`src/dsd_pkg.sv`:
```
// Overview of operation
// - select bit 1 makes power-save #0 enter deep sleep, else normal sleep
// - while pin hold is set pins keep frozen state, else direction/latch drive
// - pin hold set only by hardware, cleared by software, resets to 0
// - sleep brown-out flag sets in hardware only if detector enabled and tripped in deep sleep; a software write to control also sets or clears it
// - brown-out in deep sleep never wakes; it re-arms power-on reset, sets the sleep brown-out flag and clears pin hold
// - control register reset only by power-on reset outside deep sleep
// - pin-change event during deep sleep sets wake pin change flag
// - fault during deep sleep sets wake fault flag
// - watchdog timeout during deep sleep sets wake watchdog flag
// - calendar alarm during deep sleep sets wake calendar alarm flag
// - external reset flag sets in hardware only if pin enabled and asserted in deep sleep; a software write to the wake register also sets it
// - writing 1 to select bit clears all wake-source bits
// - supply brown-out reset sets supply brownout flag
// - supply power-on reset sets supply poweron flag, separate from core flag
// - battery poweron flag sets on first power-up, no battery, or low backup
// - battery exit flag sets on power-on exit with backup power present
// - status flags set only by hardware, software can only clear them
// - supply restore after battery mode resets divider and pin registers, not control, wake, status or semaphore words
// - slow cpu enable divides cpu clock; peripheral clock stays full, in sync
// - three-bit ratio picks 1:1 to 1:128, default 1:8
// - return on interrupt set makes interrupt restore full speed
package dsd_pkg;
  localparam logic [3:0] ADDR_CTRL = 4'h0;
  localparam logic [3:0] ADDR_WAKE = 4'h1;
  localparam logic [3:0] ADDR_STAT = 4'h2;
  localparam logic [3:0] ADDR_SEM0 = 4'h3;
  localparam logic [3:0] ADDR_SEM1 = 4'h4;
  localparam logic [3:0] ADDR_CLOCK_DIVIDER_REGISTER = 4'h5;
  localparam logic [3:0] ADDR_PINDIR = 4'h6;
  localparam logic [3:0] ADDR_PINLAT = 4'h7;
  localparam logic [3:0] ADDR_POWER_SAVE_INSTRUCTION = 4'h8;
  localparam int CTRL_SEL = 15;
  localparam int CTRL_BOR = 1;
  localparam int CTRL_HOLD = 0;
  localparam int WAKE_PINCHG = 8;
  localparam int WAKE_FAULT = 7;
  localparam int WAKE_WDT = 4;
  localparam int WAKE_ALARM = 3;
  localparam int WAKE_XRST = 2;
  localparam int STAT_SBOR = 3;
  localparam int STAT_SPOR = 2;
  localparam int STAT_BPOR = 1;
  localparam int STAT_BEXIT = 0;
  localparam int CD_ROI = 15;
  localparam int CD_RATIO_HI = 14;
  localparam int CD_RATIO_LO = 12;
  localparam int CD_SLOW = 11;
  localparam logic [15:0] CTRL_MASK = 16'h8003;
  localparam logic [15:0] WAKE_MASK = 16'h019C;
  localparam logic [15:0] STAT_MASK = 16'h000F;
  localparam logic [15:0] CLOCK_DIVIDER_REGISTER_MASK = 16'hF800;
  localparam logic [15:0] STAT_RESET = 16'h000E;
  localparam logic [15:0] CLOCK_DIVIDER_REGISTER_RESET = 16'h3000;
  localparam logic [15:0] PINDIR_RESET = 16'hFFFF;
  localparam int PINS = 16;
  typedef struct packed {
    logic [3:0] addr;
    logic [15:0] wdata;
    logic wr;
    logic rd;
  } dsd_bus_t;
  typedef struct packed {
    logic pin_change;
    logic fault;
    logic watchdog;
    logic alarm;
    logic xrst_enabled;
    logic xrst_assert;
    logic bor_enabled;
    logic bor_detect;
  } dsd_wake_ev_t;
  typedef struct packed {
    logic supply_bor;
    logic supply_por;
    logic battery_por;
    logic battery_exit;
  } dsd_rst_ev_t;
endpackage

```
`src/dsd_top.sv`:
```
// Decided for this implementation: the register offsets and strobed register access.
`timescale 1ns/1ps
module dsd_top (
  input wire logic mclk_i,
  input wire logic rst_n_i,
  input wire logic por_outside_ds_i,
  input wire dsd_pkg::dsd_bus_t bus_i,
  output logic [15:0] rdata_o,
  input wire dsd_pkg::dsd_wake_ev_t wake_ev_i,
  input wire dsd_pkg::dsd_rst_ev_t rst_ev_i,
  input wire logic supply_restore_i,
  input wire logic irq_i,
  input wire logic [dsd_pkg::PINS-1:0] pin_in_i,
  output logic [dsd_pkg::PINS-1:0] pin_out_o,
  output logic [dsd_pkg::PINS-1:0] pin_oe_o,
  output logic deep_sleep_o,
  output logic sleep_o,
  output logic por_rearm_o,
  output logic cpu_clk_en_o
);
  import dsd_pkg::*;
  logic [15:0] ctrl_reg, ctrl_next;
  logic [15:0] wake_reg, wake_next;
  logic [15:0] stat_reg, stat_next;
  logic [15:0] sem0_reg, sem1_reg;
  logic [15:0] clock_divider_register_reg, clock_divider_register_next;
  logic [15:0] pindir_reg, pinlat_reg;
  logic [PINS-1:0] frz_out_reg, frz_oe_reg;
  logic in_ds_reg;
  logic [6:0] doze_cnt_reg;
  logic [15:0] rd_mux;
  logic [2:0] ratio;
  logic [6:0] doze_top;
  logic doze_active;
  wire wr_ctrl = bus_i.wr && bus_i.addr == ADDR_CTRL;
  wire wr_wake = bus_i.wr && bus_i.addr == ADDR_WAKE;
  wire wr_stat = bus_i.wr && bus_i.addr == ADDR_STAT;
  wire wr_clock_divider_register = bus_i.wr && bus_i.addr == ADDR_CLOCK_DIVIDER_REGISTER;
  wire wr_power_save_instruction = bus_i.wr && bus_i.addr == ADDR_POWER_SAVE_INSTRUCTION;
  wire sel_set = wr_ctrl && bus_i.wdata[CTRL_SEL];
  // power-save instruction with operand zero
  wire power_save_instruction_zero = wr_power_save_instruction && bus_i.wdata == 16'h0000;
  wire ds_enter = power_save_instruction_zero && ctrl_reg[CTRL_SEL];
  wire ns_enter = power_save_instruction_zero && !ctrl_reg[CTRL_SEL];
  wire ds_wake = in_ds_reg && (wake_ev_i.pin_change || wake_ev_i.fault
    || wake_ev_i.watchdog || wake_ev_i.alarm
    || (wake_ev_i.xrst_enabled && wake_ev_i.xrst_assert));
  // brown-out is excluded from the wake term
  wire ds_bor = in_ds_reg && wake_ev_i.bor_enabled && wake_ev_i.bor_detect;
  wire [15:0] wake_set = {7'h00, wake_ev_i.pin_change, wake_ev_i.fault,
    2'b00, wake_ev_i.watchdog, wake_ev_i.alarm,
    wake_ev_i.xrst_enabled && wake_ev_i.xrst_assert, 2'b00};
  wire [15:0] stat_set = {12'h000, rst_ev_i.supply_bor, rst_ev_i.supply_por,
    rst_ev_i.battery_por, rst_ev_i.battery_exit};

  always_comb begin
    ctrl_next = ctrl_reg;
    if (wr_ctrl) begin
      ctrl_next[CTRL_SEL] = bus_i.wdata[CTRL_SEL];
      ctrl_next[CTRL_BOR] = bus_i.wdata[CTRL_BOR];
      if (!bus_i.wdata[CTRL_HOLD]) begin
        ctrl_next[CTRL_HOLD] = 1'b0;
      end
    end
    if (ds_enter) begin
      ctrl_next[CTRL_HOLD] = 1'b1;
    end
    if (ds_bor) begin
      ctrl_next[CTRL_BOR] = 1'b1;
      ctrl_next[CTRL_HOLD] = 1'b0;
    end
    ctrl_next = ctrl_next & CTRL_MASK;
  end

  always_comb begin
    wake_next = wake_reg;
    if (wr_wake) begin
      wake_next = bus_i.wdata;
    end
    if (sel_set) begin
      wake_next = 16'h0000;
    end
    if (in_ds_reg) begin
      wake_next = wake_next | wake_set;
    end
    wake_next = wake_next & WAKE_MASK;
  end

  always_comb begin
    stat_next = stat_reg;
    if (wr_stat) begin
      stat_next = stat_reg & bus_i.wdata;
    end
    stat_next = (stat_next | stat_set) & STAT_MASK;
  end

  always_comb begin
    clock_divider_register_next = clock_divider_register_reg;
    if (wr_clock_divider_register) begin
      clock_divider_register_next = bus_i.wdata & CLOCK_DIVIDER_REGISTER_MASK;
    end
    if (irq_i && clock_divider_register_reg[CD_ROI]) begin
      clock_divider_register_next[CD_SLOW] = 1'b0;
    end
  end

  assign ratio = clock_divider_register_reg[CD_RATIO_HI:CD_RATIO_LO];
  assign doze_top = 7'((8'h01 << ratio) - 8'h01);
  assign doze_active = clock_divider_register_reg[CD_SLOW] && ratio != 3'h0;

  assign rd_mux = (bus_i.addr == ADDR_CTRL) ? ctrl_reg :
    (bus_i.addr == ADDR_WAKE) ? wake_reg :
    (bus_i.addr == ADDR_STAT) ? stat_reg :
    (bus_i.addr == ADDR_SEM0) ? sem0_reg :
    (bus_i.addr == ADDR_SEM1) ? sem1_reg :
    (bus_i.addr == ADDR_CLOCK_DIVIDER_REGISTER) ? clock_divider_register_reg :
    (bus_i.addr == ADDR_PINDIR) ? pindir_reg :
    (bus_i.addr == ADDR_PINLAT) ? pinlat_reg : 16'h0000;

  // control, wake source and semaphores survive all but a true power-on
  always_ff @(posedge mclk_i or negedge rst_n_i) begin
    if (!rst_n_i) begin
      ctrl_reg <= 16'h0000;
      wake_reg <= 16'h0000;
      sem0_reg <= 16'h0000;
      sem1_reg <= 16'h0000;
    end else if (por_outside_ds_i) begin
      ctrl_reg <= 16'h0000;
      wake_reg <= 16'h0000;
      sem0_reg <= 16'h0000;
      sem1_reg <= 16'h0000;
    end else begin
      ctrl_reg <= ctrl_next;
      wake_reg <= wake_next;
      if (bus_i.wr && bus_i.addr == ADDR_SEM0) begin
        sem0_reg <= bus_i.wdata;
      end
      if (bus_i.wr && bus_i.addr == ADDR_SEM1) begin
        sem1_reg <= bus_i.wdata;
      end
    end
  end

  always_ff @(posedge mclk_i or negedge rst_n_i) begin
    if (!rst_n_i) begin
      stat_reg <= STAT_RESET;
    end else begin
      stat_reg <= stat_next;
    end
  end

  // ordinary registers go to reset values on supply restore
  always_ff @(posedge mclk_i or negedge rst_n_i) begin
    if (!rst_n_i) begin
      clock_divider_register_reg <= CLOCK_DIVIDER_REGISTER_RESET;
      pindir_reg <= PINDIR_RESET;
      pinlat_reg <= 16'h0000;
    end else if (supply_restore_i) begin
      clock_divider_register_reg <= CLOCK_DIVIDER_REGISTER_RESET;
      pindir_reg <= PINDIR_RESET;
      pinlat_reg <= 16'h0000;
    end else begin
      clock_divider_register_reg <= clock_divider_register_next;
      if (bus_i.wr && bus_i.addr == ADDR_PINDIR) begin
        pindir_reg <= bus_i.wdata;
      end
      if (bus_i.wr && bus_i.addr == ADDR_PINLAT) begin
        pinlat_reg <= bus_i.wdata;
      end
    end
  end

  always_ff @(posedge mclk_i or negedge rst_n_i) begin
    if (!rst_n_i) begin
      in_ds_reg <= 1'b0;
      sleep_o <= 1'b0;
      por_rearm_o <= 1'b0;
    end else begin
      if (ds_enter) begin
        in_ds_reg <= 1'b1;
      end else if (ds_wake || por_outside_ds_i) begin
        in_ds_reg <= 1'b0;
      end
      por_rearm_o <= ds_bor;
      if (ns_enter) begin
        sleep_o <= 1'b1;
      end else if (bus_i.wr || irq_i) begin
        sleep_o <= 1'b0;
      end
    end
  end

  always_ff @(posedge mclk_i or negedge rst_n_i) begin
    if (!rst_n_i) begin
      deep_sleep_o <= 1'b0;
      rdata_o <= 16'h0000;
    end else begin
      deep_sleep_o <= ds_enter || (in_ds_reg && !ds_wake && !por_outside_ds_i);
      rdata_o <= bus_i.rd ? rd_mux : 16'h0000;
    end
  end

  // snapshot of the pin drive taken at deep sleep entry
  genvar g;
  generate
    for (g = 0; g < PINS; g++) begin : g_pin
      always_ff @(posedge mclk_i or negedge rst_n_i) begin
        if (!rst_n_i) begin
          frz_out_reg[g] <= 1'b0;
          frz_oe_reg[g] <= 1'b0;
          pin_out_o[g] <= 1'b0;
          pin_oe_o[g] <= 1'b0;
        end else begin
          if (ds_enter) begin
            frz_out_reg[g] <= pinlat_reg[g];
            frz_oe_reg[g] <= !pindir_reg[g];
          end
          if (ctrl_reg[CTRL_HOLD]) begin
            pin_out_o[g] <= frz_out_reg[g];
            pin_oe_o[g] <= frz_oe_reg[g];
          end else begin
            pin_out_o[g] <= pinlat_reg[g];
            pin_oe_o[g] <= !pindir_reg[g];
          end
        end
      end
    end
  endgenerate

  always_ff @(posedge mclk_i or negedge rst_n_i) begin
    if (!rst_n_i) begin
      doze_cnt_reg <= 7'h00;
      cpu_clk_en_o <= 1'b1;
    end else begin
      if (!doze_active || doze_cnt_reg >= doze_top) begin
        doze_cnt_reg <= 7'h00;
      end else begin
        doze_cnt_reg <= doze_cnt_reg + 7'h01;
      end
      // one cpu enable per ratio period, aligned to the peripheral clock
      cpu_clk_en_o <= !doze_active || doze_cnt_reg >= doze_top;
    end
  end
endmodule

```
`config.mk`:
```
export PLATFORM = sky130hd
export DESIGN_NAME = dsd_top
export DESIGN_NICKNAME = d
export VERILOG_FILES = /design/src/dsd_pkg.sv /design/src/dsd_top.sv
export SDC_FILE = /design/constraint.sdc
export NUM_CORES = 1
export LEC_CHECK = 0
export BUFFER_PORTS_ARGS = -buffer_cell sky130_fd_sc_hd__buf_2
export CORE_MARGIN = 2
export CORE_UTILIZATION = 30
export DETAILED_ROUTE_END_ITERATION = 6
export HOLD_SLACK_MARGIN = 0.05
export PLACE_DENSITY_LB_ADDON = 0.05
export SYNTH_ARGS = -nofsm -noshare
export SYNTH_HDL_FRONTEND = slang
export SYNTH_SLANG_ARGS = --single-unit
```
`constraint.sdc`:
```
create_clock -name mclk_i -period 2.45 [get_ports mclk_i]
set_input_delay 0.245 -clock mclk_i [delete_from_list [all_inputs] [get_ports mclk_i]]
set_output_delay 0.245 -clock mclk_i [all_outputs]
set_load 0.03 [all_outputs]
```
==> out/results.ini <==
[global_route]
antenna_found_initial = 0
grt_max_degree = 70
grt-ovfl-total = 0
grt_pass1_vias = 5560
track_usage = 0.168
grt_pass1_wl_um = 33400

[final_layout]
fillerInstances = 2402
diodes = 0
finalNetCount = 854
drive_gt1_frac = 0.272
area_delta_synth_final_pct = 22.1
fin_cells = 1128
final_cell_mix = 151 x dfrtp_1, 131 x nand2_1, 89 x buf_2
final_common_cell = dfrtp_1
fin_util = 0.376

[clock_tree]
clock_latency_ns = 0.43
cts_tree = built
holdBufCountCts = 9
postCtsSetupRepairBufs = 0
clk_pin_slew_worst_paths_ns = 0.07
cts_buffers = 17
clock_sinks = 173
root_buffer = clkbuf_16
cts.path.max_buffers = 2
h-tree-depth = 4
cts_resized = 0

[synth]
synthArstFlopShare = 1.00
synth_cell_types = 51
synth_seq_area_share = 0.578
yosys.area.top_type_share = 0.502
syn_area_per_cell_um2 = 10.9
yosys.area.top_type = dfrtp_1
synthTopCellsByArea = dfrtp_1 50%, dfstp_2 7.7%, nand2_1 6.5%, o21ai_0 4.4%, mux2_2 3.4%
netlist_instances = 688
yosys_warnings = 0
synthFlopType = dfrtp_1
ys_ff_latch = 173
synth_fp_nets = 751
synth-edff-count = 0
synth_area_um2 = 7530

[worst_setup_path]
crit_path_start_kind = flop
cp-end-kind = flop
cp.required_ns = 2.73
criticalPathCategory = flop to flop
crit_arrival_ns = 2.61
cp_max_fo = 8

[drt]
drt-vias-per-instance = 4.89
num_vias = 5511
drc = 0
drtIter0Drc = 378
dr.pass1.iters = 5
wl_um = 21400
wire_per_inst_um = 18.9
ant_nets = 0

[sta]
setup_viol = 0
timing.hold.ws_ns = 0.0772
rsz0062_at_grt = false
finClkSkew_ns = 0.00906
tns_ns = 0
fmax_mhz = 430
finalHoldViolCount = 0
timing.slew.headroom = 0.360
max_slew.worst_pin.slew_ns = 0.951
timing.final.crit_period_ns = 2.33
fin_crit_sh = 0.950
slew_violations = 0

[floorplan]
core_um2 = 24500
ios = 107
dieWidth_um = 162
design.die.area_um2 = 26400
fp-row-count = 57
die_h_um = 162
initial_core_util = 0.308

[placement]
gp_congestion = 0.780
dp.cells = 1087
portBuffers = 90
hpwl_um = 14800

[run_status]
outcome = completed

[power_and_ir_drop]
max-vdd-ir-drop_mv = 0.324
leakagePower_nw = 4.36
cellPowerDensity_nw_per_um2 = 699

[flow_run]
maxCapViolCount = 0

[worst_hold_path]
hold_class = primary input to flop

worst max-delay path, stage by stage, from the launching register on:
cell	delay, ns
dfstp_2	0.39
or3_1	0.39
ha_1	0.28
nand2b_1	0.09
a2111oi_0	0.09
o31ai_1	0.81
nor2_1	0.12
power by group:
part           total, mW  internal (mW)  switching, mW
sequential          2.92           2.90         0.0221
clock               3.09           1.86           1.22
combinational      0.425          0.136          0.289
Yosys cell counts, drive strengths merged, types with 2 or more instances:
cell type,n
nor3,5
mux2,33
a22oi,9
dfrtp,151
clkbuf,27
o2bb2ai,7
a211oi,4
nand2,131
nor4,5
a221oi,2
a211o,2
dfstp,22
a31oi,2
and3,2
a22o,16
nand4,2
a21oi,42
inv,8
o21ai,67
mux2i,21
nor2b,8
ha,8
buf,16
and2,3
nor2,31
nand2b,7
a32oi,2
o31ai,3
mux4,5
nand3b,18
nand3,13
xnor2,3
a2111oi,2
xor2,2
layout make-up:
type / instances / area, um^2 / area share
repair buffers: 127 / 782 / 0.0850
clock buffers: 18 / 439 / 0.0477
inverters: 8 / 30.0 / 0.00326
multi-input cells: 464 / 2960 / 0.322
well taps: 324 / 405 / 0.0441
clock inverters: 14 / 228 / 0.0248
flip-flops and latches: 173 / 4360 / 0.474
path summary, 6_finish.rpt:
path	to	slack, ns	cells past startpoint	start
worst max-delay path	doze_cnt_reg[3]	0.12	6	clock_divider_register_reg[12]
worst min-delay path	wake_reg[8]	0.08	3	wake_ev_i[7]
worst max register to register	doze_cnt_reg[3]	0.12	6	clock_divider_register_reg[12]
worst min register to register	pin_oe_o[7]	0.49	2	frz_oe_reg[7]
max in group asynchronous	stat_reg[2]	1.40	3	rst_n_i
min in group asynchronous	pin_oe_o[14]	0.30	2	rst_n_i
cells by family after synthesis:
kind of cell,share of synthesized area
and+or+nand+nor,0.145
DFF,0.578
AOI/OAI and AO/OA,0.131
muxes,0.0972
buffers and inverters,0.0291
adders and majority gates,0.0133
xor gates and xnor gates,0.00581
per-layer routing:
layer	global-route usage	up-vias	wire, um
met1	0.255	2726	10900
met5	0	-	0
met3	0.0336	11	1030
met4	0.0366	0	154
li1	-	2615	-
met2	0.248	159	9320
through the flow:
stage	instance area (um^2)	setup WS (ns)	power [mW]
after floorplan	7530	0.362	3.16
after CTS	9200	0.119	6.52
after global placement	8440	0.134	3.39
final	9200	0.122	6.43
after detailed placement	8440	0.114	3.39
after global routing	9200	0.00265	6.67
No activity file was read; power rests on OpenSTA's default activity.
